**config.mk**
```make
export PLATFORM = sky130hd
export DESIGN_NAME = sfk_modem_core
export DESIGN_NICKNAME = d
export VERILOG_FILES = /design/src/design/sfk_modem_core.v /design/src/design/sfk_sigma_delta.v /design/src/design/sfk_sine_shaper.v
export VERILOG_INCLUDE_DIRS = /design/src /design/src/design
export SDC_FILE = /design/constraint.sdc
export NUM_CORES = 1
export LEC_CHECK = 0
export ABC_AREA = 1
export BUFFER_PORTS_ARGS = -buffer_cell sky130_fd_sc_hd__buf_2
export CAP_MARGIN = 15
export CORE_MARGIN = 3
export CORE_UTILIZATION = 50
export CTS_CLUSTER_DIAMETER = 80
export DETAILED_ROUTE_END_ITERATION = 7
export GPL_ROUTABILITY_DRIVEN = 0
export PLACE_DENSITY = 0.69
export SLEW_MARGIN = 40
export SYNTH_ARGS = -nofsm -noshare
export SYNTH_HDL_FRONTEND = slang
export SYNTH_HIERARCHICAL = 1
export SYNTH_SLANG_ARGS = --single-unit
export TNS_END_PERCENT = 50
```
**constraint.sdc**
```tcl
create_clock -name mclk_i -period 6.1 [get_ports mclk_i]
set_input_delay 0.305 -clock mclk_i [delete_from_list [all_inputs] [get_ports mclk_i]]
set_output_delay 0.305 -clock mclk_i [all_outputs]
set_load 0.01 [all_outputs]
```
**src/design/sfk_regs.vh**
```
/*
 * Register offsets, field positions, reset values and timing counts of the
 * mains-synchronised tone modulator core.
 * Assumes a 200 MHz system clock and a word-aligned 8-bit register address.
 */
`ifndef SFK_REGS_VH
`define SFK_REGS_VH

// register byte addresses
`define SFK_ADDR_CONFIG 8'h00
`define SFK_ADDR_TRIM 8'h04
`define SFK_ADDR_TXBYTE 8'h08
`define SFK_ADDR_MARK 8'h0c
`define SFK_ADDR_SPACE 8'h10
`define SFK_ADDR_CTRL 8'h14
`define SFK_ADDR_STATUS 8'h18

// field positions
`define SFK_CFG_MAINS_BIT 0
`define SFK_CFG_RATE_LO 1
`define SFK_CFG_RATE_HI 2
`define SFK_CFG_SYNC_SEL_BIT 7
`define SFK_CTRL_TXMODE_BIT 0

// reset values
`define SFK_RST_CONFIG 8'h00
`define SFK_RST_TRIM 8'h00
`define SFK_RST_TXBYTE 8'h00
`define SFK_RST_STEP 16'h0000
`define SFK_RST_CTRL 8'h00

// tick frame layout
`define SFK_TICKS_PER_BIT 8
`define SFK_TICKS_PER_BYTE 64
`define SFK_LAST_TICK 12'hb3f
`define SFK_EARLY_FRAME_TICK 12'hb38
`define SFK_BYTE_EARLY_PHASE 6'h38
`define SFK_BASE_TICKS 24'h00_0030

// timing
`define SFK_CLK_NS 5
`define SFK_CLK_HZ 200000000
`define SFK_TRIM_STEP_US 13
`define SFK_TRIM_STEP_CYC ((`SFK_TRIM_STEP_US * 1000) / `SFK_CLK_NS)
`define SFK_DDS_HZ 3000000
`define SFK_DDS_NUM (`SFK_DDS_HZ / 1000000)
`define SFK_DDS_DEN (`SFK_CLK_HZ / 1000000)
`define SFK_NOM_PERIOD_50 4000000
`define SFK_NOM_PERIOD_60 3333333

`endif

```
**src/design/sfk_modem_core.v**
```verilog
/*
 * Timing and transmit core of a mains-synchronised tone modem: digital
 * loop locking a tick clock to mains rising edges, frame timing strobes,
 * tone synthesizer and sigma-delta output.
 * Assumes a 200 MHz clock, an asynchronous mains comparator input and a
 * simple register port (read data valid the cycle after the read strobe).
 */
// Design decisions made here: the register addresses and the plain strobed port.
`timescale 1ns/1ps
`include "sfk_regs.vh"

// Notes on behaviour
// - tick clock runs eight ticks per bit
// - config bit 0 picks 50 or 60 Hz
// - config bits 2:1 pick 6..48 bits/period
// - tick rates eight times bit rates
// - loop reacts only to rising mains edges
// - missing edges: loop timers repeat last period, ticks continue
// - ticks phase locked to mains rising edge
// - trim advances ticks by value times 13us
// - tick count kept across mode switches
// - bit strobe at counts multiple of 8
// - byte strobe at counts multiple of 64
// - frame strobe at count zero
// - early byte strobe eight ticks before byte
// - early frame strobe eight ticks before frame
// - frame lead window drives sync pin
// - mode flag high transmits, low receives
// - transmit byte register feeds modulator bits
// - space tone for 0, mark for 1
// - tone equals step times 3MHz over 2^18
// - accumulator starts at zero, phase continuous
// - finish current sine period before stopping
// - sigma-delta turns samples into pulse stream
module sfk_modem_core #(
    parameter NOM_PERIOD_50 = `SFK_NOM_PERIOD_50,
    parameter NOM_PERIOD_60 = `SFK_NOM_PERIOD_60
) (
    input wire mclk_i,
    input wire rstn_i,
    input wire [7:0] addr_i,
    input wire [31:0] wdata_i,
    input wire wr_i,
    input wire rd_i,
    output reg [31:0] rdata_o,
    input wire mains_sense_pin_i,
    output reg chip_tick_o,
    output reg bit_strobe_o,
    output reg byte_strobe_o,
    output reg frame_strobe_o,
    output reg early_byte_strobe_o,
    output reg early_frame_strobe_o,
    output reg frame_lead_o,
    output reg sync_output_pin_o,
    output reg tx_active_o,
    output reg pdm_o
);
    // parameters arrive as 32-bit integers; the cut to the counter
    // widths is made here on purpose
    localparam [31:0] NOM50_W = NOM_PERIOD_50;
    localparam [31:0] NOM60_W = NOM_PERIOD_60;
    localparam [31:0] TRIM_STEP_W = `SFK_TRIM_STEP_CYC;
    localparam [31:0] DDS_NUM_W = `SFK_DDS_NUM;
    localparam [31:0] DDS_DEN_W = `SFK_DDS_DEN;
    localparam [23:0] NOM50 = NOM50_W[23:0];
    localparam [23:0] NOM60 = NOM60_W[23:0];
    localparam [11:0] TRIM_STEP = TRIM_STEP_W[11:0];
    localparam [7:0] DDS_NUM = DDS_NUM_W[7:0];
    localparam [7:0] DDS_DEN = DDS_DEN_W[7:0];
    localparam [17:0] STEP_ZERO = 18'h0_0000;

    // registers
    // tone steps are 16 bits wide; upper write data bits are dropped
    reg [7:0] modem_config;
    reg [7:0] zero_cross_phase_trim;
    reg [7:0] transmit_byte;
    reg [15:0] mark_tone_step;
    reg [15:0] space_tone_step;
    reg [7:0] modem_ctrl;
    wire transmit_mode_flag = modem_ctrl[`SFK_CTRL_TXMODE_BIT];

    always @(posedge mclk_i or negedge rstn_i) begin
        if (!rstn_i) begin
            modem_config <= `SFK_RST_CONFIG;
            zero_cross_phase_trim <= `SFK_RST_TRIM;
            transmit_byte <= `SFK_RST_TXBYTE;
            mark_tone_step <= `SFK_RST_STEP;
            space_tone_step <= `SFK_RST_STEP;
            modem_ctrl <= `SFK_RST_CTRL;
        end else if (wr_i) begin
            case (addr_i)
                `SFK_ADDR_CONFIG: modem_config <= wdata_i[7:0];
                `SFK_ADDR_TRIM: zero_cross_phase_trim <= wdata_i[7:0];
                `SFK_ADDR_TXBYTE: transmit_byte <= wdata_i[7:0];
                `SFK_ADDR_MARK: mark_tone_step <= wdata_i[15:0];
                `SFK_ADDR_SPACE: space_tone_step <= wdata_i[15:0];
                `SFK_ADDR_CTRL: modem_ctrl <= wdata_i[7:0];
                default: ;
            endcase
        end
    end

    // mains input: three flops, a change counts once stages 2 and 3 agree
    // stage 1 may go metastable; only stage 2 reads it
    reg zc_s1, zc_s2, zc_s3, zc_level;
    wire zc_rise = zc_s2 & zc_s3 & ~zc_level;
    always @(posedge mclk_i or negedge rstn_i) begin
        if (!rstn_i) begin
            zc_s1 <= 1'b0;
            zc_s2 <= 1'b0;
            zc_s3 <= 1'b0;
            zc_level <= 1'b0;
        end else begin
            zc_s1 <= mains_sense_pin_i;
            zc_s2 <= zc_s1;
            zc_s3 <= zc_s2;
            if (zc_s2 == zc_s3) begin
                zc_level <= zc_s3;
            end
        end
    end

    // mains period tracking
    wire [23:0] nominal = modem_config[`SFK_CFG_MAINS_BIT] ? NOM60 : NOM50;
    reg [23:0] since_edge;
    reg [23:0] period;
    reg [23:0] virt_cnt;
    wire [19:0] adv_cyc = zero_cross_phase_trim * TRIM_STEP;
    wire [24:0] avg_sum = {1'b0, period} + {1'b0, since_edge};
    // rises less than a quarter nominal period after the last edge are not taken as edges
    wire edge_ok = zc_rise && (since_edge >= {2'b00, nominal[23:2]});
    // long gaps re-phase but do not drag the period estimate
    wire edge_fresh = since_edge <= {nominal[22:0], 1'b0};
    wire [23:0] new_period = edge_fresh ? avg_sum[24:1] : period;
    // a trim longer than the period is dropped rather than wrapped,
    // so a wild setting cannot place the edge in the wrong period
    wire [23:0] lead_load = (new_period > {4'h0, adv_cyc}) ?
        new_period - {4'h0, adv_cyc} : new_period;
    // the virtual edge is where the loop expects the next mains edge,
    // pulled forward by the trim; ticks restart from it each period
    wire virt_edge = (virt_cnt == 24'h00_0001);

    always @(posedge mclk_i or negedge rstn_i) begin
        if (!rstn_i) begin
            since_edge <= 24'h00_0000;
            period <= NOM50;
            virt_cnt <= 24'h00_0000;
        end else begin
            if (edge_ok) begin
                since_edge <= 24'h00_0000;
                period <= new_period;
                virt_cnt <= lead_load;
            end else begin
                if (since_edge != 24'hff_ffff) begin
                    since_edge <= since_edge + 24'h00_0001;
                end
                // without edges the timers repeat the last period
                if (virt_edge) begin
                    virt_cnt <= period;
                end else if (virt_cnt != 24'h00_0000) begin
                    virt_cnt <= virt_cnt - 24'h00_0001;
                end
            end
        end
    end

    // tick generator: ticks per period = 48 << rate code
    wire [1:0] rate_sel = modem_config[`SFK_CFG_RATE_HI:`SFK_CFG_RATE_LO];
    wire [23:0] ticks_per_period = `SFK_BASE_TICKS << rate_sel;
    // the remainder is kept on wrap so tick spacing averages exactly
    reg [23:0] nco_acc;
    wire [24:0] nco_sum = {1'b0, nco_acc} + {1'b0, ticks_per_period};
    wire nco_wrap = nco_sum >= {1'b0, period};
    wire tick = virt_edge | nco_wrap;

    always @(posedge mclk_i or negedge rstn_i) begin
        if (!rstn_i) begin
            nco_acc <= 24'h00_0000;
        end else if (virt_edge) begin
            nco_acc <= 24'h00_0000;
        end else if (nco_wrap) begin
            nco_acc <= nco_sum[23:0] - period;
        end else begin
            nco_acc <= nco_sum[23:0];
        end
    end

    // tick counter, independent of transmit/receive mode
    // reset parks the count on the last tick, so the first tick after
    // reset is a frame start and software sees a clean frame boundary
    reg [11:0] tick_count;
    wire [11:0] next_count = (tick_count == `SFK_LAST_TICK) ?
        12'h000 : tick_count + 12'h001;
    wire at_bit = (next_count[2:0] == 3'h0);
    wire at_byte = (next_count[5:0] == 6'h00);
    wire at_frame = (next_count == 12'h000);
    wire at_early_byte = (next_count[5:0] == `SFK_BYTE_EARLY_PHASE);
    wire at_early_frame = (next_count == `SFK_EARLY_FRAME_TICK);

    always @(posedge mclk_i or negedge rstn_i) begin
        if (!rstn_i) begin
            tick_count <= `SFK_LAST_TICK;
            chip_tick_o <= 1'b0;
            bit_strobe_o <= 1'b0;
            byte_strobe_o <= 1'b0;
            frame_strobe_o <= 1'b0;
            early_byte_strobe_o <= 1'b0;
            early_frame_strobe_o <= 1'b0;
            frame_lead_o <= 1'b0;
            sync_output_pin_o <= 1'b0;
        end else begin
            chip_tick_o <= tick;
            bit_strobe_o <= tick & at_bit;
            byte_strobe_o <= tick & at_byte;
            frame_strobe_o <= tick & at_frame;
            early_byte_strobe_o <= tick & at_early_byte;
            early_frame_strobe_o <= tick & at_early_frame;
            if (tick) begin
                tick_count <= next_count;
                if (at_early_frame) begin
                    frame_lead_o <= 1'b1;
                end else if (at_frame) begin
                    frame_lead_o <= 1'b0;
                end
            end
            // pin shows the lead window only while the select bit is low
            sync_output_pin_o <= ~modem_config[`SFK_CFG_SYNC_SEL_BIT] &
                frame_lead_o;
        end
    end

    // bit sequencer: byte taken at byte boundary, msb sent first
    // software must write the next byte before the byte strobe; the
    // early byte strobe gives it eight ticks of warning
    reg [7:0] tx_shift;
    always @(posedge mclk_i or negedge rstn_i) begin
        if (!rstn_i) begin
            tx_shift <= 8'h00;
        end else if (tick && at_byte) begin
            tx_shift <= transmit_byte;
        end else if (tick && at_bit) begin
            tx_shift <= {tx_shift[6:0], 1'b0};
        end
    end
    wire tx_bit = tx_shift[7];

    // synthesizer update rate: 3 MHz from 200 MHz by fractional divider
    // the rate is an average: single enables jitter by one clock,
    // far below what the tone frequencies can resolve
    reg [7:0] dds_frac;
    wire [8:0] frac_sum = {1'b0, dds_frac} + {1'b0, DDS_NUM};
    wire dds_en = (frac_sum >= {1'b0, DDS_DEN});
    always @(posedge mclk_i or negedge rstn_i) begin
        if (!rstn_i) begin
            dds_frac <= 8'h00;
        end else if (dds_en) begin
            dds_frac <= frac_sum[7:0] - DDS_DEN;
        end else begin
            dds_frac <= frac_sum[7:0];
        end
    end

    // phase accumulator
    // a new start always begins at phase zero, so the first sample is 0
    reg [17:0] phase_acc;
    reg dds_run;
    reg mode_q;
    wire [15:0] step = tx_bit ? mark_tone_step : space_tone_step;
    wire [18:0] phase_sum = {1'b0, phase_acc} + {3'b000, step};
    wire tx_start = transmit_mode_flag & ~mode_q;

    always @(posedge mclk_i or negedge rstn_i) begin
        if (!rstn_i) begin
            phase_acc <= STEP_ZERO;
            dds_run <= 1'b0;
            mode_q <= 1'b0;
            tx_active_o <= 1'b0;
        end else begin
            mode_q <= transmit_mode_flag;
            tx_active_o <= dds_run;
            if (tx_start) begin
                phase_acc <= STEP_ZERO;
                dds_run <= 1'b1;
            end else if (dds_run && dds_en) begin
                if (!transmit_mode_flag && phase_sum[18]) begin
                    // stop at the end of the sine period in progress
                    phase_acc <= STEP_ZERO;
                    dds_run <= 1'b0;
                end else begin
                    // step changes never reset phase
                    phase_acc <= phase_sum[17:0];
                end
            end
        end
    end

    wire signed [11:0] sine_sample;
    wire pdm_bit;

    sfk_sine_shaper u_sine (
        .mclk_i(mclk_i),
        .rstn_i(rstn_i),
        .sample_en_i(dds_run),
        .phase_i(phase_acc[17:8]),
        .sample_o(sine_sample)
    );

    sfk_sigma_delta u_sd (
        .mclk_i(mclk_i),
        .rstn_i(rstn_i),
        .sample_i(sine_sample),
        .pdm_o(pdm_bit)
    );

    always @(posedge mclk_i or negedge rstn_i) begin
        if (!rstn_i) begin
            pdm_o <= 1'b0;
        end else begin
            // idle output holds low instead of a 50% idle pattern
            pdm_o <= dds_run & pdm_bit;
        end
    end

    // register read port, data one cycle after the strobe
    // status is read only; a write to its address falls to the default
    always @(posedge mclk_i or negedge rstn_i) begin
        if (!rstn_i) begin
            rdata_o <= 32'h0000_0000;
        end else if (rd_i) begin
            case (addr_i)
                `SFK_ADDR_CONFIG: rdata_o <= {24'h00_0000, modem_config};
                `SFK_ADDR_TRIM: rdata_o <= {24'h00_0000, zero_cross_phase_trim};
                `SFK_ADDR_TXBYTE: rdata_o <= {24'h00_0000, transmit_byte};
                `SFK_ADDR_MARK: rdata_o <= {16'h0000, mark_tone_step};
                `SFK_ADDR_SPACE: rdata_o <= {16'h0000, space_tone_step};
                `SFK_ADDR_CTRL: rdata_o <= {24'h00_0000, modem_ctrl};
                `SFK_ADDR_STATUS: rdata_o <= {16'h0000, dds_run,
                    frame_lead_o, zc_level, 1'b0, tick_count};
                default: rdata_o <= 32'h0000_0000;
            endcase
        end else begin
            rdata_o <= 32'h0000_0000;
        end
    end
endmodule // sfk_modem_core

```
**src/design/sfk_sigma_delta.v**
```verilog
/*
 * First-order sigma-delta modulator: signed 12-bit sample in, one-bit
 * pulse-density stream out, one output bit per clock.
 * Assumes the sample is held between updates; zero gives a 50% density.
 */
`timescale 1ns/1ps
module sfk_sigma_delta (
    input wire mclk_i,
    input wire rstn_i,
    input wire signed [11:0] sample_i,
    output reg pdm_o
);
    reg [11:0] acc;
    wire [11:0] biased = {~sample_i[11], sample_i[10:0]};
    wire [12:0] sum = {1'b0, acc} + {1'b0, biased};

    always @(posedge mclk_i or negedge rstn_i) begin
        if (!rstn_i) begin
            acc <= 12'h000;
            pdm_o <= 1'b0;
        end else begin
            acc <= sum[11:0];
            pdm_o <= sum[12];
        end
    end
endmodule // sfk_sigma_delta

```
**src/design/sfk_sine_shaper.v**
```verilog
/*
 * Sine shaper: turns the top ten bits of a phase word into a signed
 * 12-bit sample by a parabolic half-wave approximation.
 * Assumes phase is stable while sample_en is high; output is registered.
 */
`timescale 1ns/1ps
module sfk_sine_shaper (
    input wire mclk_i,
    input wire rstn_i,
    input wire sample_en_i,
    input wire [9:0] phase_i,
    output reg signed [11:0] sample_o
);
    wire [8:0] x = phase_i[8:0];
    wire [9:0] x_rem = 10'h200 - {1'b0, x};
    wire [18:0] prod = x * x_rem;
    // peak of x*(512-x) is 65536, >>5 gives 2048 which is clamped
    wire [13:0] mag_raw = prod[18:5];
    wire [10:0] mag = (mag_raw > 14'h07ff) ? 11'h7ff : mag_raw[10:0];

    always @(posedge mclk_i or negedge rstn_i) begin
        if (!rstn_i) begin
            sample_o <= 12'h000;
        end else if (!sample_en_i) begin
            sample_o <= 12'h000;
        end else if (phase_i[9]) begin
            sample_o <= -$signed({1'b0, mag});
        end else begin
            sample_o <= $signed({1'b0, mag});
        end
    end
endmodule // sfk_sine_shaper

```
==> summary.md, run 1 <==
The global-route met3 utilization was 0.0328; the number of rows created at floorplan was 77. For this run, the top clock speed supported by timing is 0.170 GHz. The sequential element share of the synthesized area is 0.292, and the quantity of I/O buffers inserted on ports is 54. Area share of the leading cell type in the synthesized netlist: 0.274. Across all layers, the routed design uses 20500 vias. The net count of the finished layout is 3503. TritonCTS built the clock tree.

The number of cells on the worst reg-to-reg path came out at 35. The logs give 0.504 for the tightest slew margin relative to the limit and 0.571 for the utilization after layout. The core region is 44400 um^2. Die outline height: 218 um.

Synthesis instantiated 66 different standard cells from the library. The floorplan step defined a die boundary enclosing 47700 um^2. The via count of the first global-routing pass was 19900; the signed area change from the synthesized netlist to the final layout was 12.4%.

Summed over all failing endpoints, the final setup total negative slack is 0 ns. Among all flip-flop cells after synthesis, the most frequent one is dfrtp_1. The final-report max-slew violation count was 0. The run gives 0.508 as the effective utilization at floorplan.

Pin count of the biggest net entering global routing: 103. Among all stages on the critical path, the largest delay is contributed by fa_1. For this design the top-level I/O count stands at 87.

The tools report the capturing element type of the critical path as a flop. The flow ran to the end, and the final reports show no timing, DRC or antenna violations. Setup repair after global routing could not meet its margin everywhere.

The share of async-settable or async-resettable flops after synthesis came out at 1.00. STA classifies the critical path startpoint as a flop. Of all nets on the critical path, the largest fanout is 4. In the routed design, unresolved DRC markers number 0. The tools report the violation count after the first detailed-routing iteration as 1438.

The design draws 0.00866 W. By count the netlist is led by 732 x nand2_1, 444 x inv_1, 269 x nor2_1. The routed length per placed instance came out at 15.9 um. The setup path with the least slack is of type flop to flop. The first global-routing pass estimated 98000 um of wire. The mean instance size in the synthesized netlist was 7.37 um^2. The end of the worst register-to-register path was u_sine/sample_o[10]. The setup clock skew after layout was 0.0361 ns.

The clock root buffer master was clkbuf_16. Power spread over the standard cell area amounts to 341 nW/um^2. The wire-length estimate of the detail-placed layout is 46200 um. The number of H-tree levels is 2, and the worst-case vdd ir drop is 244 uV.

The number of buffers inserted during clock tree synthesis is 35, and the clock insertion delay at the later pin of the skew report is 0.58 ns. Counting along the longest clock path gives a buffer depth of 3. The total setup violations reported at the end of the flow is 0.

For the final global-route overflow total, the log shows 0. From left edge to right edge, the die measures 218 um. For the first-pass iteration count of the detailed router, the log shows 6. For this design the static power due to leakage is 12.9 nW. The library cell occupying the most area in the post-synthesis netlist was dfrtp_1. The worst register-to-register path has a setup slack of 0.20 ns. The clock period minus worst slack was 5.90 ns; the number of warnings reported in the yosys synthesis log was 6.

For the met2 track utilization from global routing, the log shows 0.409. The tools report the wire length reported by the detailed router as 60300 um. The class of the tightest hold or removal check was primary input to flop. The final cycle utilization of the critical path works out to 0.967. The total track usage was 0.251. Across the run, the number of max-cap violations was 0.

Once detail routing completed, the nets flagged for antenna violations numbered 0. The number of sinks handled by clock tree synthesis came out at 263. After clock tree synthesis, the clock-pin slew on the worst setup and hold paths is 0.06 ns.

The ratio of routed vias to standard cells was 5.41. The met1 track demand over resource came out at 0.346. nand2_1 is the most common cell in the netlist. Required time of the critical path: 6.54 ns. The number of antenna diodes in the final layout is 0. The delay of the slowest cell on the worst path is 0.51 ns. Launch point of the worst reg-to-reg path: phase_acc[9]. Ranked by total cell area, the synthesized netlist is headed by dfrtp_1 27%, nand2_1 12%, ha_1 12%, inv_1 7.4%, fa_1 6.0%. STA puts the critical path data arrival time at 6.34 ns. Count of cells along the worst hold path: 3. After global routing, the most crowded layer is met2.

The path with the worst hold slack has its endpoint at mark_tone_step[11]. The final number of hold-violating endpoints was 0; the count of flip-flops with a built-in enable after synthesis was 0. The synthesized design contains 263 register bits.

The initial antenna violation count is 0. The worst hold path begins at wdata_i[11]. At the pin with the least slew margin, the transition time is 0.743 ns. Share of layout cells above drive strength 1: 0.100.

The mapped netlist covers 22600 um^2. For the number of instances in the synthesized netlist, the log shows 3063.
## through the flow
stage | hold slack (ns) | cell area, um^2 | worst slack, ns | std cells
6_report | 0.0326 | 25400 | 0.202 | 3794
5_1_grt | 0.0437 | 25400 | -0.156 | 3794
4_1_cts | 0.00808 | 25000 | 0.0326 | 3781
3_5_place_dp | 0.349 | 23600 | -0.00859 | 3701
3_3_place_gp | 0.335 | 23600 | 0.105 | 3701
2_1_floorplan | 0.00941 | 22700 | 0.0831 | 3085
## worst max-delay path by stage
stage                      start                  end  slack, ns  cells after the start
CTS                 phase_acc[9]  u_sine/sample_o[10]       0.03                     35
detailed placement  phase_acc[9]  u_sine/sample_o[10]     -0.009                     35
finish              phase_acc[9]  u_sine/sample_o[10]       0.20                     35
floorplan           phase_acc[9]  u_sine/sample_o[10]       0.08                     36
global route        phase_acc[8]  u_sine/sample_o[10]      -0.16                     34
global placement    phase_acc[9]  u_sine/sample_o[10]       0.11                     35
## per-layer routing
layer,share of wire,vias up
li1,-,10200
met1,0.45,9602
met2,0.46,649
met3,0.062,117
met4,0.031,0
met5,0,-
## report_power, final
group	switching [W]	internal, W	total, W	leakage, nW
combinational	0.00268	0.00166	0.00433	8.91
sequential	0.000174	0.00202	0.00219	3.38
clock	0.000878	0.00126	0.00214	0.596
## kinds of logic after synthesis
| logic type | Yosys count | share of synthesized area |
|---|---|---|
| XOR/XNOR | 133 | 0.0516 |
| flip-flops | 263 | 0.292 |
| buffers and inverters | 534 | 0.0943 |
| other | 3 | 0.000499 |
| AO/OA/AOI/OAI | 539 | 0.133 |
| adder cells (fa/ha/maj) | 282 | 0.179 |
| AND/OR/NAND/NOR | 1302 | 0.246 |
| multiplexers | 7 | 0.00344 |
## layout by cell type (no fill, tap or decap), types with 6 or more instances in the layout
master / Yosys / routed
nand2_1: 732 / 722
inv_1: 444 / 437
nor2_1: 269 / 260
dfrtp_1: 247 / 244
o21ai_0: 237 / 235
ha_1: 214 / 206
a21oi_1: 170 / 169
nand3_1: 134 / 132
xor2_1: 78 / 78
fa_1: 68 / 68
xnor2_1: 55 / 55
buf_2: 13 / 53
buf_4: 20 / 50
nand4_1: 41 / 41
nor3_1: 43 / 40
clkbuf_16: 0 / 35
nand2_2: 22 / 28
conb_1: 3 / 25
o22ai_1: 24 / 24
inv_2: 17 / 23
dlygate4sd3_1: 0 / 17
dfstp_2: 16 / 16
o21ai_1: 13 / 15
nor2_2: 8 / 13
o211ai_1: 13 / 13
o21bai_1: 12 / 12
a31oi_1: 10 / 10
a221oi_1: 10 / 10
nor3_2: 6 / 8
clkinv_2: 0 / 8
nand2_4: 3 / 7
or2_2: 8 / 7
nor2_4: 3 / 7
ha_4: 0 / 7
nand3_2: 6 / 6
nor4_1: 8 / 6
a21oi_2: 5 / 6
o221ai_1: 6 / 6
mux2_2: 6 / 6
## flip-flops by register name (all words and copies together) (netlist names), 8 cells and up
signal	cells
mark_tone_step	16
tick_count	12
zero_cross_phase_trim	8
nco_acc	24
tx_shift	8
modem_config	8
rdata_o	16
virt_cnt	24
period	24
modem_ctrl	8
transmit_byte	8
u_sd/acc	12
since_edge	24
phase_acc	18
space_tone_step	16
u_sine/sample_o	12
dds_frac	8
## repair_timing
item / in CTS / in global routing
pin swaps: 0 / 31
buffers inserted: 0 / 12
hold buffers: 17 / 0
endpoints found under the hold margin: 118 / 0
resized for setup: 4 / 52
endpoints found under the setup margin: 1 / 15
## cell type report
| type | count | area [um^2] |
|---|---|---|
| clock inverter | 19 | 260 |
| inverter | 464 | 1750 |
| sequential | 263 | 6610 |
| multi-input combinational | 2288 | 14200 |
| tap | 592 | 741 |
| fill | 4046 | 19000 |
| timing repair buffer | 124 | 885 |
| clock buffer | 44 | 950 |
## worst max-delay path: cells and delay by family (launching register included)
kind | cells | cell delay (ns)
buf+inv | 6 | 0.33
compound gates | 1 | 0.13
flops | 1 | 0.44
fa+ha+maj | 8 | 2.76
simple gates | 20 | 2.09
No activity file was read; power rests on OpenSTA's default activity.
==> run 2, diff against run 1 <==
--- a/config.mk
+++ b/config.mk
@@ -15,6 +15,7 @@
 export DETAILED_ROUTE_END_ITERATION = 7
 export GPL_ROUTABILITY_DRIVEN = 0
 export PLACE_DENSITY = 0.69
+export SETUP_SLACK_MARGIN = 0.5
 export SLEW_MARGIN = 40
 export SYNTH_ARGS = -nofsm -noshare
 export SYNTH_HDL_FRONTEND = slang
==> run 2 against run 1 <==
Net effect:
- combinational power up 0.9%
- worst setup slack improved by 0.16 ns
- wire length increased by 0.63%
- clock power fell by 9%
- sequential share of layout area shrank 0.061 points
- global-route usage hardly changed
- sequential cell count is the same
- cell count down 0.16%
- critical endpoint is now u_sine/sample_o[6]
- largest cell class unchanged
- largest power group unchanged
==> summary.md, run 2 (synthesis gave the netlist of run 1 again) <==
The flow ran to the end, and the final reports show no timing, DRC or antenna violations. The critical-path maximum fanout is 4 (unchanged). The leakage dissipation is 12.8 nW (-0.54%), and the clock insertion delay at the later pin of the skew report is 0.54 ns (-0.04 ns).

The setup clock skew after layout is 0.0187 ns (-0.0174 ns). The tools report the arrival time of data at the critical path endpoint as 6.16 ns (-0.18 ns). The library cells used most frequently in the layout, excluding fill and tap cells, are 719 x nand2_1, 435 x inv_1, 257 x nor2_1. The required time of the critical path was 6.53 ns (about the same). Worst-case vdd ir drop: 202 uV (-17%). The number of buffers inserted during clock tree synthesis was 34 (-2.9%).

The tools report the utilization after layout as 0.572 (+0.00124). For the final number of hold-violating endpoints, the log shows 0 (unchanged). The run gives 0 (unchanged) as the number of violations of the max-capacitance limit. The peak clock frequency supported by timing came out at 0.174 GHz (+2.9%). The number of diodes came out at 0 (unchanged). Setup repair after global routing could not meet its margin everywhere. The root buffer cell chosen for the clock tree is clkbuf_16. The die outline height is 218 um (unchanged). The final-report max-slew violation count is 0 (unchanged), and the transition time at the pin with the least slew margin is 0.769 ns (+0.0261 ns). The tools report the total track usage as 0.252 (about the same).

The ratio of routed vias to standard cells was 5.44 (+0.49%). The count of pins on the block boundary came out at 87 (unchanged). The clock-pin slew reported for the worst setup and hold paths after clock tree synthesis is 0.06 ns (about the same), and the tightest slew margin relative to the limit is 0.482 (-0.0228). Final cycle utilization of the critical path: 0.940 (-0.0268). The number of rows created at floorplan is 77 (unchanged), and the violation count after the first detailed-routing iteration is 1642 (+14%). The run gives 0 (unchanged) as the remaining number of nets flagged by the antenna check after routing.

The cell family contributing the most delay on the critical path is adder cells. The sum of buffers and inverters on the critical path was 6 (unchanged); the chip width was 218 um (unchanged). Quantity of I/O buffers inserted on ports: 54 (unchanged). Number of nets in the final layout: 3498 (-0.14%). The logs give 97900 um (about the same) for the wire length of the first global-routing pass and 46900 um (+1.5%) for the placed wire-length estimate. The slowest stage of the critical path belongs to the cell fa_1. The logs give 47700 um^2 (unchanged) for the die area and 0 (unchanged) for the total setup violations reported at the end of the flow. The share of layout cells above drive strength 1 came out at 0.110 (+0.00926).

The routed length per placed instance works out to 16.0 um (+0.78%). Area taken by multi-input logic gates: 14400 um^2 (+1.3%). For the post-detailed-route DRC marker count, the log shows 0 (unchanged). The run gives 263 (unchanged) as the number of sinks handled by clock tree synthesis.

STA classifies the critical path endpoint as a flop. The first-pass iteration count of the detailed router came out at 5 (-1). Leaving out fill and tap cells, the most frequent cell in the layout is nand2_1.

The clock period minus worst slack is 5.73 ns (-0.164 ns). The delay of the slowest cell on the worst path is 0.51 ns (about the same). The final global-route overflow total was 0 (unchanged). The areal power density over the cells is 335 nW/um^2 (-2.0%), and the area inside the core boundary is 44400 um^2 (unchanged).

By startpoint and endpoint, the worst setup path is classified as flop to flop. The maximum buffer depth of the clock tree was 3 (unchanged); the signed area change from the synthesized netlist to the final layout was 12.6%. The filler cell count came out at 4054 (+0.20%). The worst setup path is launched from a flop. The post-route setup TNS came out at 0 ns (unchanged). TritonCTS built the clock tree. The via count of the first global-routing pass came out at 19800 (-0.19%). The wire length reported by the detailed router was 60700 um (+0.63%).

The initial antenna violation count was 0 (unchanged); the effective utilization at floorplan was 0.508 (unchanged). For the total vias in the final route, the log shows 20600 (+0.34%). The tightest min-delay check is of the primary input to flop type. For the number of H-tree levels, the log shows 2 (unchanged). The logs give 160 (+55%) for the pin count of the biggest net entering global routing and 6600 um^2 (about the same) for the sequential cell area.
==> run 2: cell types whose count changed in the layout (fill, tap and decap cells not counted), sizes merged <==
cell	delta
dlygate4sd3	-12
clkinv	-12
clkinvlp	+5
bufinv	-3
clkbuf	+8
buf	+8
==> run 2: through the flow <==
stage	instance area (um^2)	std cells	worst slack [ns]	hold WS [ns]	power (W)
2_1_floorplan	22800	3085	0.373	0.00941	0.00533
3_3_place_gp	23700	3699	0.202	0.333	0.00614
3_5_place_dp	23700	3699	0.115	0.345	0.00626
4_1_cts	25000	3775	0.367	0.00271	0.00838
5_1_grt	25400	3788	0.0274	0.0218	0.00920
6_report	25400	3788	0.366	0.0285	0.00851
==> run 2: repair_timing <==
action / in CTS / in global routing
hold buffers: 5 / 0
endpoints found under the hold margin: 102 / 0
setup endpoints to repair: 21 / 63
gates resized for setup: 26 / 48
buffers inserted: 10 / 11
pin swaps: 25 / 24
==> run 2: area by class of cell <==
cell class,instances,area share
clock buffer,52,0.0401
sequential,263,0.260
tap,592,0.0291
inverter,464,0.0691
timing repair buffer,120,0.0338
multi-input combinational,2288,0.565
clock inverter,9,0.00310
==> run 2: report_power, final <==
group / leakage [nW] / internal [W] / switching, W
Sequential: 3.38 / 0.00202 / 0.000172
Combinational: 8.90 / 0.00168 / 0.00269
Clock: 0.531 / 0.00116 / 0.000788
Total: 12.8 / 0.00486 / 0.00365
==> run 2: worst paths after layout <==
check,from,end,slack [ns],cells after the start
hold / removal,wdata_i[7],modem_ctrl[7],0.03,3
setup / recovery,phase_acc[9],u_sine/sample_o[6],0.37,34
hold reg to reg,zc_s1,zc_s2,0.36,0
setup reg to reg,phase_acc[9],u_sine/sample_o[6],0.37,34
min in group asynchronous,rstn_i,since_edge[14],0.25,2
max in group asynchronous,rstn_i,period[8],4.27,5
==> run 2: per-layer routing <==
metal  track usage  share of wire  vias to the layer above
met5             0              0                        -
li1              -              -                    10100
met1         0.344           0.45                     9731
met4        0.0981          0.039                        0
met3        0.0371          0.060                      132
met2         0.403           0.45                      611
==> run 2: tightest hold or removal path: stages <==
cell	delay [ns]
buf_2	0.10
nand2_1	0.05
o21ai_0	0.06
==> run 3, diff against run 2 <==
--- a/config.mk
+++ b/config.mk
@@ -10,11 +10,12 @@
 export BUFFER_PORTS_ARGS = -buffer_cell sky130_fd_sc_hd__buf_2
 export CAP_MARGIN = 15
 export CORE_MARGIN = 3
-export CORE_UTILIZATION = 50
+export CORE_UTILIZATION = 40
 export CTS_CLUSTER_DIAMETER = 80
 export DETAILED_ROUTE_END_ITERATION = 7
 export GPL_ROUTABILITY_DRIVEN = 0
-export PLACE_DENSITY = 0.69
+export PLACE_DENSITY = 0.58
+export RECOVER_POWER = 50
 export SETUP_SLACK_MARGIN = 0.5
 export SLEW_MARGIN = 40
 export SYNTH_ARGS = -nofsm -noshare
==> run 3 against run 2 <==
Net effect:
- the run now ends with capacitance limit, slew limit left
- register-to-register slack worse by 0.04 ns
- critical path depth up 1
- highest routed layer unchanged
- worst hold slack better by 0.22 ns
- fmax down 0.78%
- design area up 1.1%
- sequential cell count unchanged
- via count down 0.95%
- clock power down 2%
- global-route usage down 4.0 points
==> summary.md, run 3 (synthesis gave the netlist of run 1 again) <==
The flow ran to the end, but the final reports show violations. The checks that failed: capacitance limit, slew limit. The routed length per placed instance was 16.0 um (about the same); the final-layout worst hold slack was 0.248 ns (+0.219 ns). The tools report the power share of the combinational group as 0.521 (+0.007).

The slowest stage of the critical path belongs to the cell fa_1. The transition time at the pin with the least slew margin came out at 4.34 ns (+3.57 ns). The wire length of the first global-routing pass came out at 103000 um (+5.6%). The arrival time of data at the critical path endpoint came out at 6.25 ns (+0.09 ns). The tightest min-delay check is of the primary input to flop type. The ratio of routed vias to standard cells is 5.15 (-5.4%), and the clock group share of total power is 0.223 (-0.006). The sum of buffers and inverters on the critical path was 6 (unchanged); the clock-pin slew reported for the worst setup and hold paths after clock tree synthesis was 0.06 ns (about the same). In this run the critical register-to-register path is captured at u_sine/sample_o[10]. The post-detailed-route DRC marker count is 0 (unchanged), and the final number of hold-violating endpoints is 0 (unchanged). Remaining number of nets flagged by the antenna check after routing: 0 (unchanged). STA classifies the critical path endpoint as a flop. The count of pins on the block boundary is 87 (unchanged). The launch point of the worst reg-to-reg path is phase_acc[9]. Number of violations of the max-capacitance limit: 1 (+1). Broken down by cell family, the worst path's largest delay share belongs to adder cells. The run gives 73 (+73) as the final-report max-slew violation count. The initial antenna violation count came out at 0 (unchanged).

The library cells used most frequently in the layout, excluding fill and tap cells, are 724 x nand2_1, 434 x inv_1, 259 x nor2_1. Setup repair after global routing could not meet its margin everywhere. The number of nets in the final layout was 3519 (+0.60%); the filler cell count was 5588 (+38%).

Area inside the core boundary: 55400 um^2 (+25%). The total setup violations reported at the end of the flow is 0 (unchanged), and the count of cells along the worst hold path is 5 (+2). The clock insertion delay at the later pin of the skew report was 0.61 ns (+0.07 ns). The tools report the end point of the worst hold path as rdata_o[13]. The chip width works out to 244 um (+11%).

The logs give 31 (-8.8%) for the number of buffers inserted during clock tree synthesis and 1 (-1) for the number of H-tree levels. The area taken by multi-input logic gates was 14400 um^2 (about the same). Compared with the post-synthesis result, the final layout area differs by 13.8%.

The share of layout cells above drive strength 1 was 0.0998 (-0.00973); the die area was 59300 um^2 (+24%). The net switching power was 0.00367 W (+0.53%). The setup clock skew after layout is 0.0264 ns (+0.00771 ns), and the areal power density over the cells is 333 nW/um^2 (-0.54%). The quantity of I/O buffers inserted on ports is 54 (unchanged).

The startpoint identified for the worst hold timing path is addr_i[4]. TritonCTS built the clock tree. The required time of the critical path is 6.57 ns (+0.04 ns). The cell that appears most often on the critical path is nand2_2. The die outline height was 244 um (+11%); the number of sinks handled by clock tree synthesis was 263 (unchanged). The run gives 0.00488 W (+0.53%) as the internal power contribution. The run gives 110 (-31%) as the pin count of the biggest net entering global routing. The library cell used most frequently in the layout, excluding fill and tap cells, is nand2_1. The maximum buffer depth of the clock tree came out at 3 (unchanged). The effective utilization at floorplan was 0.407 (-0.101); the sequential cell area was 6600 um^2 (about the same). The number of cells after detailed placement came out at 3848 (+4.0%). The total vias in the final route is 20400 (-0.95%), and the placed wire-length estimate is 49200 um (+4.9%).

The final global-route overflow total was 0 (unchanged). Total power: 0.00855 W (+0.53%). The run gives 3965 (+4.7%) as the number of standard cells in the layout, taps in and fillers out. The wire length reported by the detailed router came out at 63500 um (+4.7%).

The setup slack of the most critical reg-to-reg path is 0.32 ns (-0.04 ns), and the number of diodes is 0 (unchanged). The delay of the slowest cell on the worst path works out to 0.51 ns (about the same). The first-pass iteration count of the detailed router is 6 (+1). The number of rows created at floorplan was 86 (+12%). The peak clock frequency supported by timing was 0.173 GHz (-0.78%); the via count of the first global-routing pass was 19700 (-0.66%). The tree is rooted in a clkbuf_16. The run gives 0 ns (unchanged) as the post-route setup TNS.

Worst setup path startpoint: phase_acc[9]. STA classifies the critical path startpoint as a flop. The violation count after the first detailed-routing iteration was 1497 (-8.8%); the final cycle utilization of the critical path was 0.947 (+0.00736). The critical-path maximum fanout is 4 (unchanged), and the total track usage is 0.212 (-0.0396). The worst-case vdd ir drop was 238 uV (+18%).

The clock period minus worst slack works out to 5.78 ns (+0.0449 ns). The critical path in this run is classified as flop to flop. The sequential share of power came out at 0.256 (about the same). The leakage dissipation was 12.8 nW (-0.13%); the number of cells on the worst reg-to-reg path was 35 (+2.9%). The tightest slew margin relative to the limit is -1.89 (-2.37), and the net switching share of the total power is 0.429 (about the same).
==> run 3: cell count changes in the layout (fill, tap and decap cells not counted), moves of 3 or more <==
| cell | change |
|---|---|
| buf_2 | -26 |
| buf_4 | +9 |
| bufinv_16 | +3 |
| clkbuf_1 | +26 |
| clkbuf_16 | -4 |
| clkbuf_8 | -3 |
| clkinv_2 | +4 |
| dlygate4sd3_1 | +14 |
| ha_1 | +6 |
| ha_4 | -5 |
| nand2_1 | +5 |
| nand2_2 | -5 |
| o21ai_1 | +3 |
==> run 3: worst max-delay path by stage <==
stage | cells past startpoint | end | slack [ns]
detailed placement | 35 | u_sine/sample_o[10] | 0.10
floorplan | 36 | u_sine/sample_o[10] | 0.37
CTS | 25 | tx_shift[4] | 0.32
finish | 35 | u_sine/sample_o[10] | 0.32
global route | 36 | u_sine/sample_o[10] | -0.07
global placement | 35 | u_sine/sample_o[10] | 0.17
==> run 3: worst min-delay path, delay by kind of cell <==
family                 cells  cell delay, ns
AO/OA/AOI/OAI              1            0.07
buffers and inverters      1            0.12
AND/OR/NAND/NOR            3            0.31
==> run 3: timing repair <==
action | CTS | global route
cloned | 2 | 1
pin swaps | 37 | 17
resized for setup | 39 | 35
endpoints found under the hold margin | 96 | 0
hold buffers | 19 | 0
buffers inserted | 18 | 19
endpoints found under the setup margin | 36 | 63
==> run 3: power by group through the flow <==
stage,logic (W),clock network [W],registers (W)
after floorplan,0.00316,0,0.00217
after global placement,0.00400,0,0.00221
after detailed placement,0.00406,0,0.00222
after CTS,0.00435,0.00196,0.00218
after global routing,0.00503,0.00203,0.00222
final,0.00446,0.00191,0.00219
==> run 3: area by class of cell <==
| class | instances | area share |
|---|---|---|
| clock buffers | 44 | 0.0340 |
| inverters | 464 | 0.0685 |
| well taps | 748 | 0.0364 |
| multi-input cells | 2291 | 0.559 |
| clock inverters | 14 | 0.00677 |
| flip-flops and latches | 263 | 0.257 |
| repair buffers | 141 | 0.0379 |
==> run 3: per-layer routing <==
layer | routed length, um | GRT usage | vias to the layer above
met3 | 3280 | 0.0264 | 85
met4 | 1580 | 0.0514 | 0
li1 | - | - | 10200
met2 | 29200 | 0.347 | 497
met1 | 29500 | 0.299 | 9635
met5 | 0 | 0 | -
==> run 3: through the flow <==
stage	utilization	area, um^2	setup slack (ns)
after global placement	0.430	23800	0.166
after global routing	0.464	25700	-0.0739
after floorplan	-	22800	0.373
final	0.464	25700	0.321
after detailed placement	0.430	23800	0.102
after CTS	0.459	25400	0.319
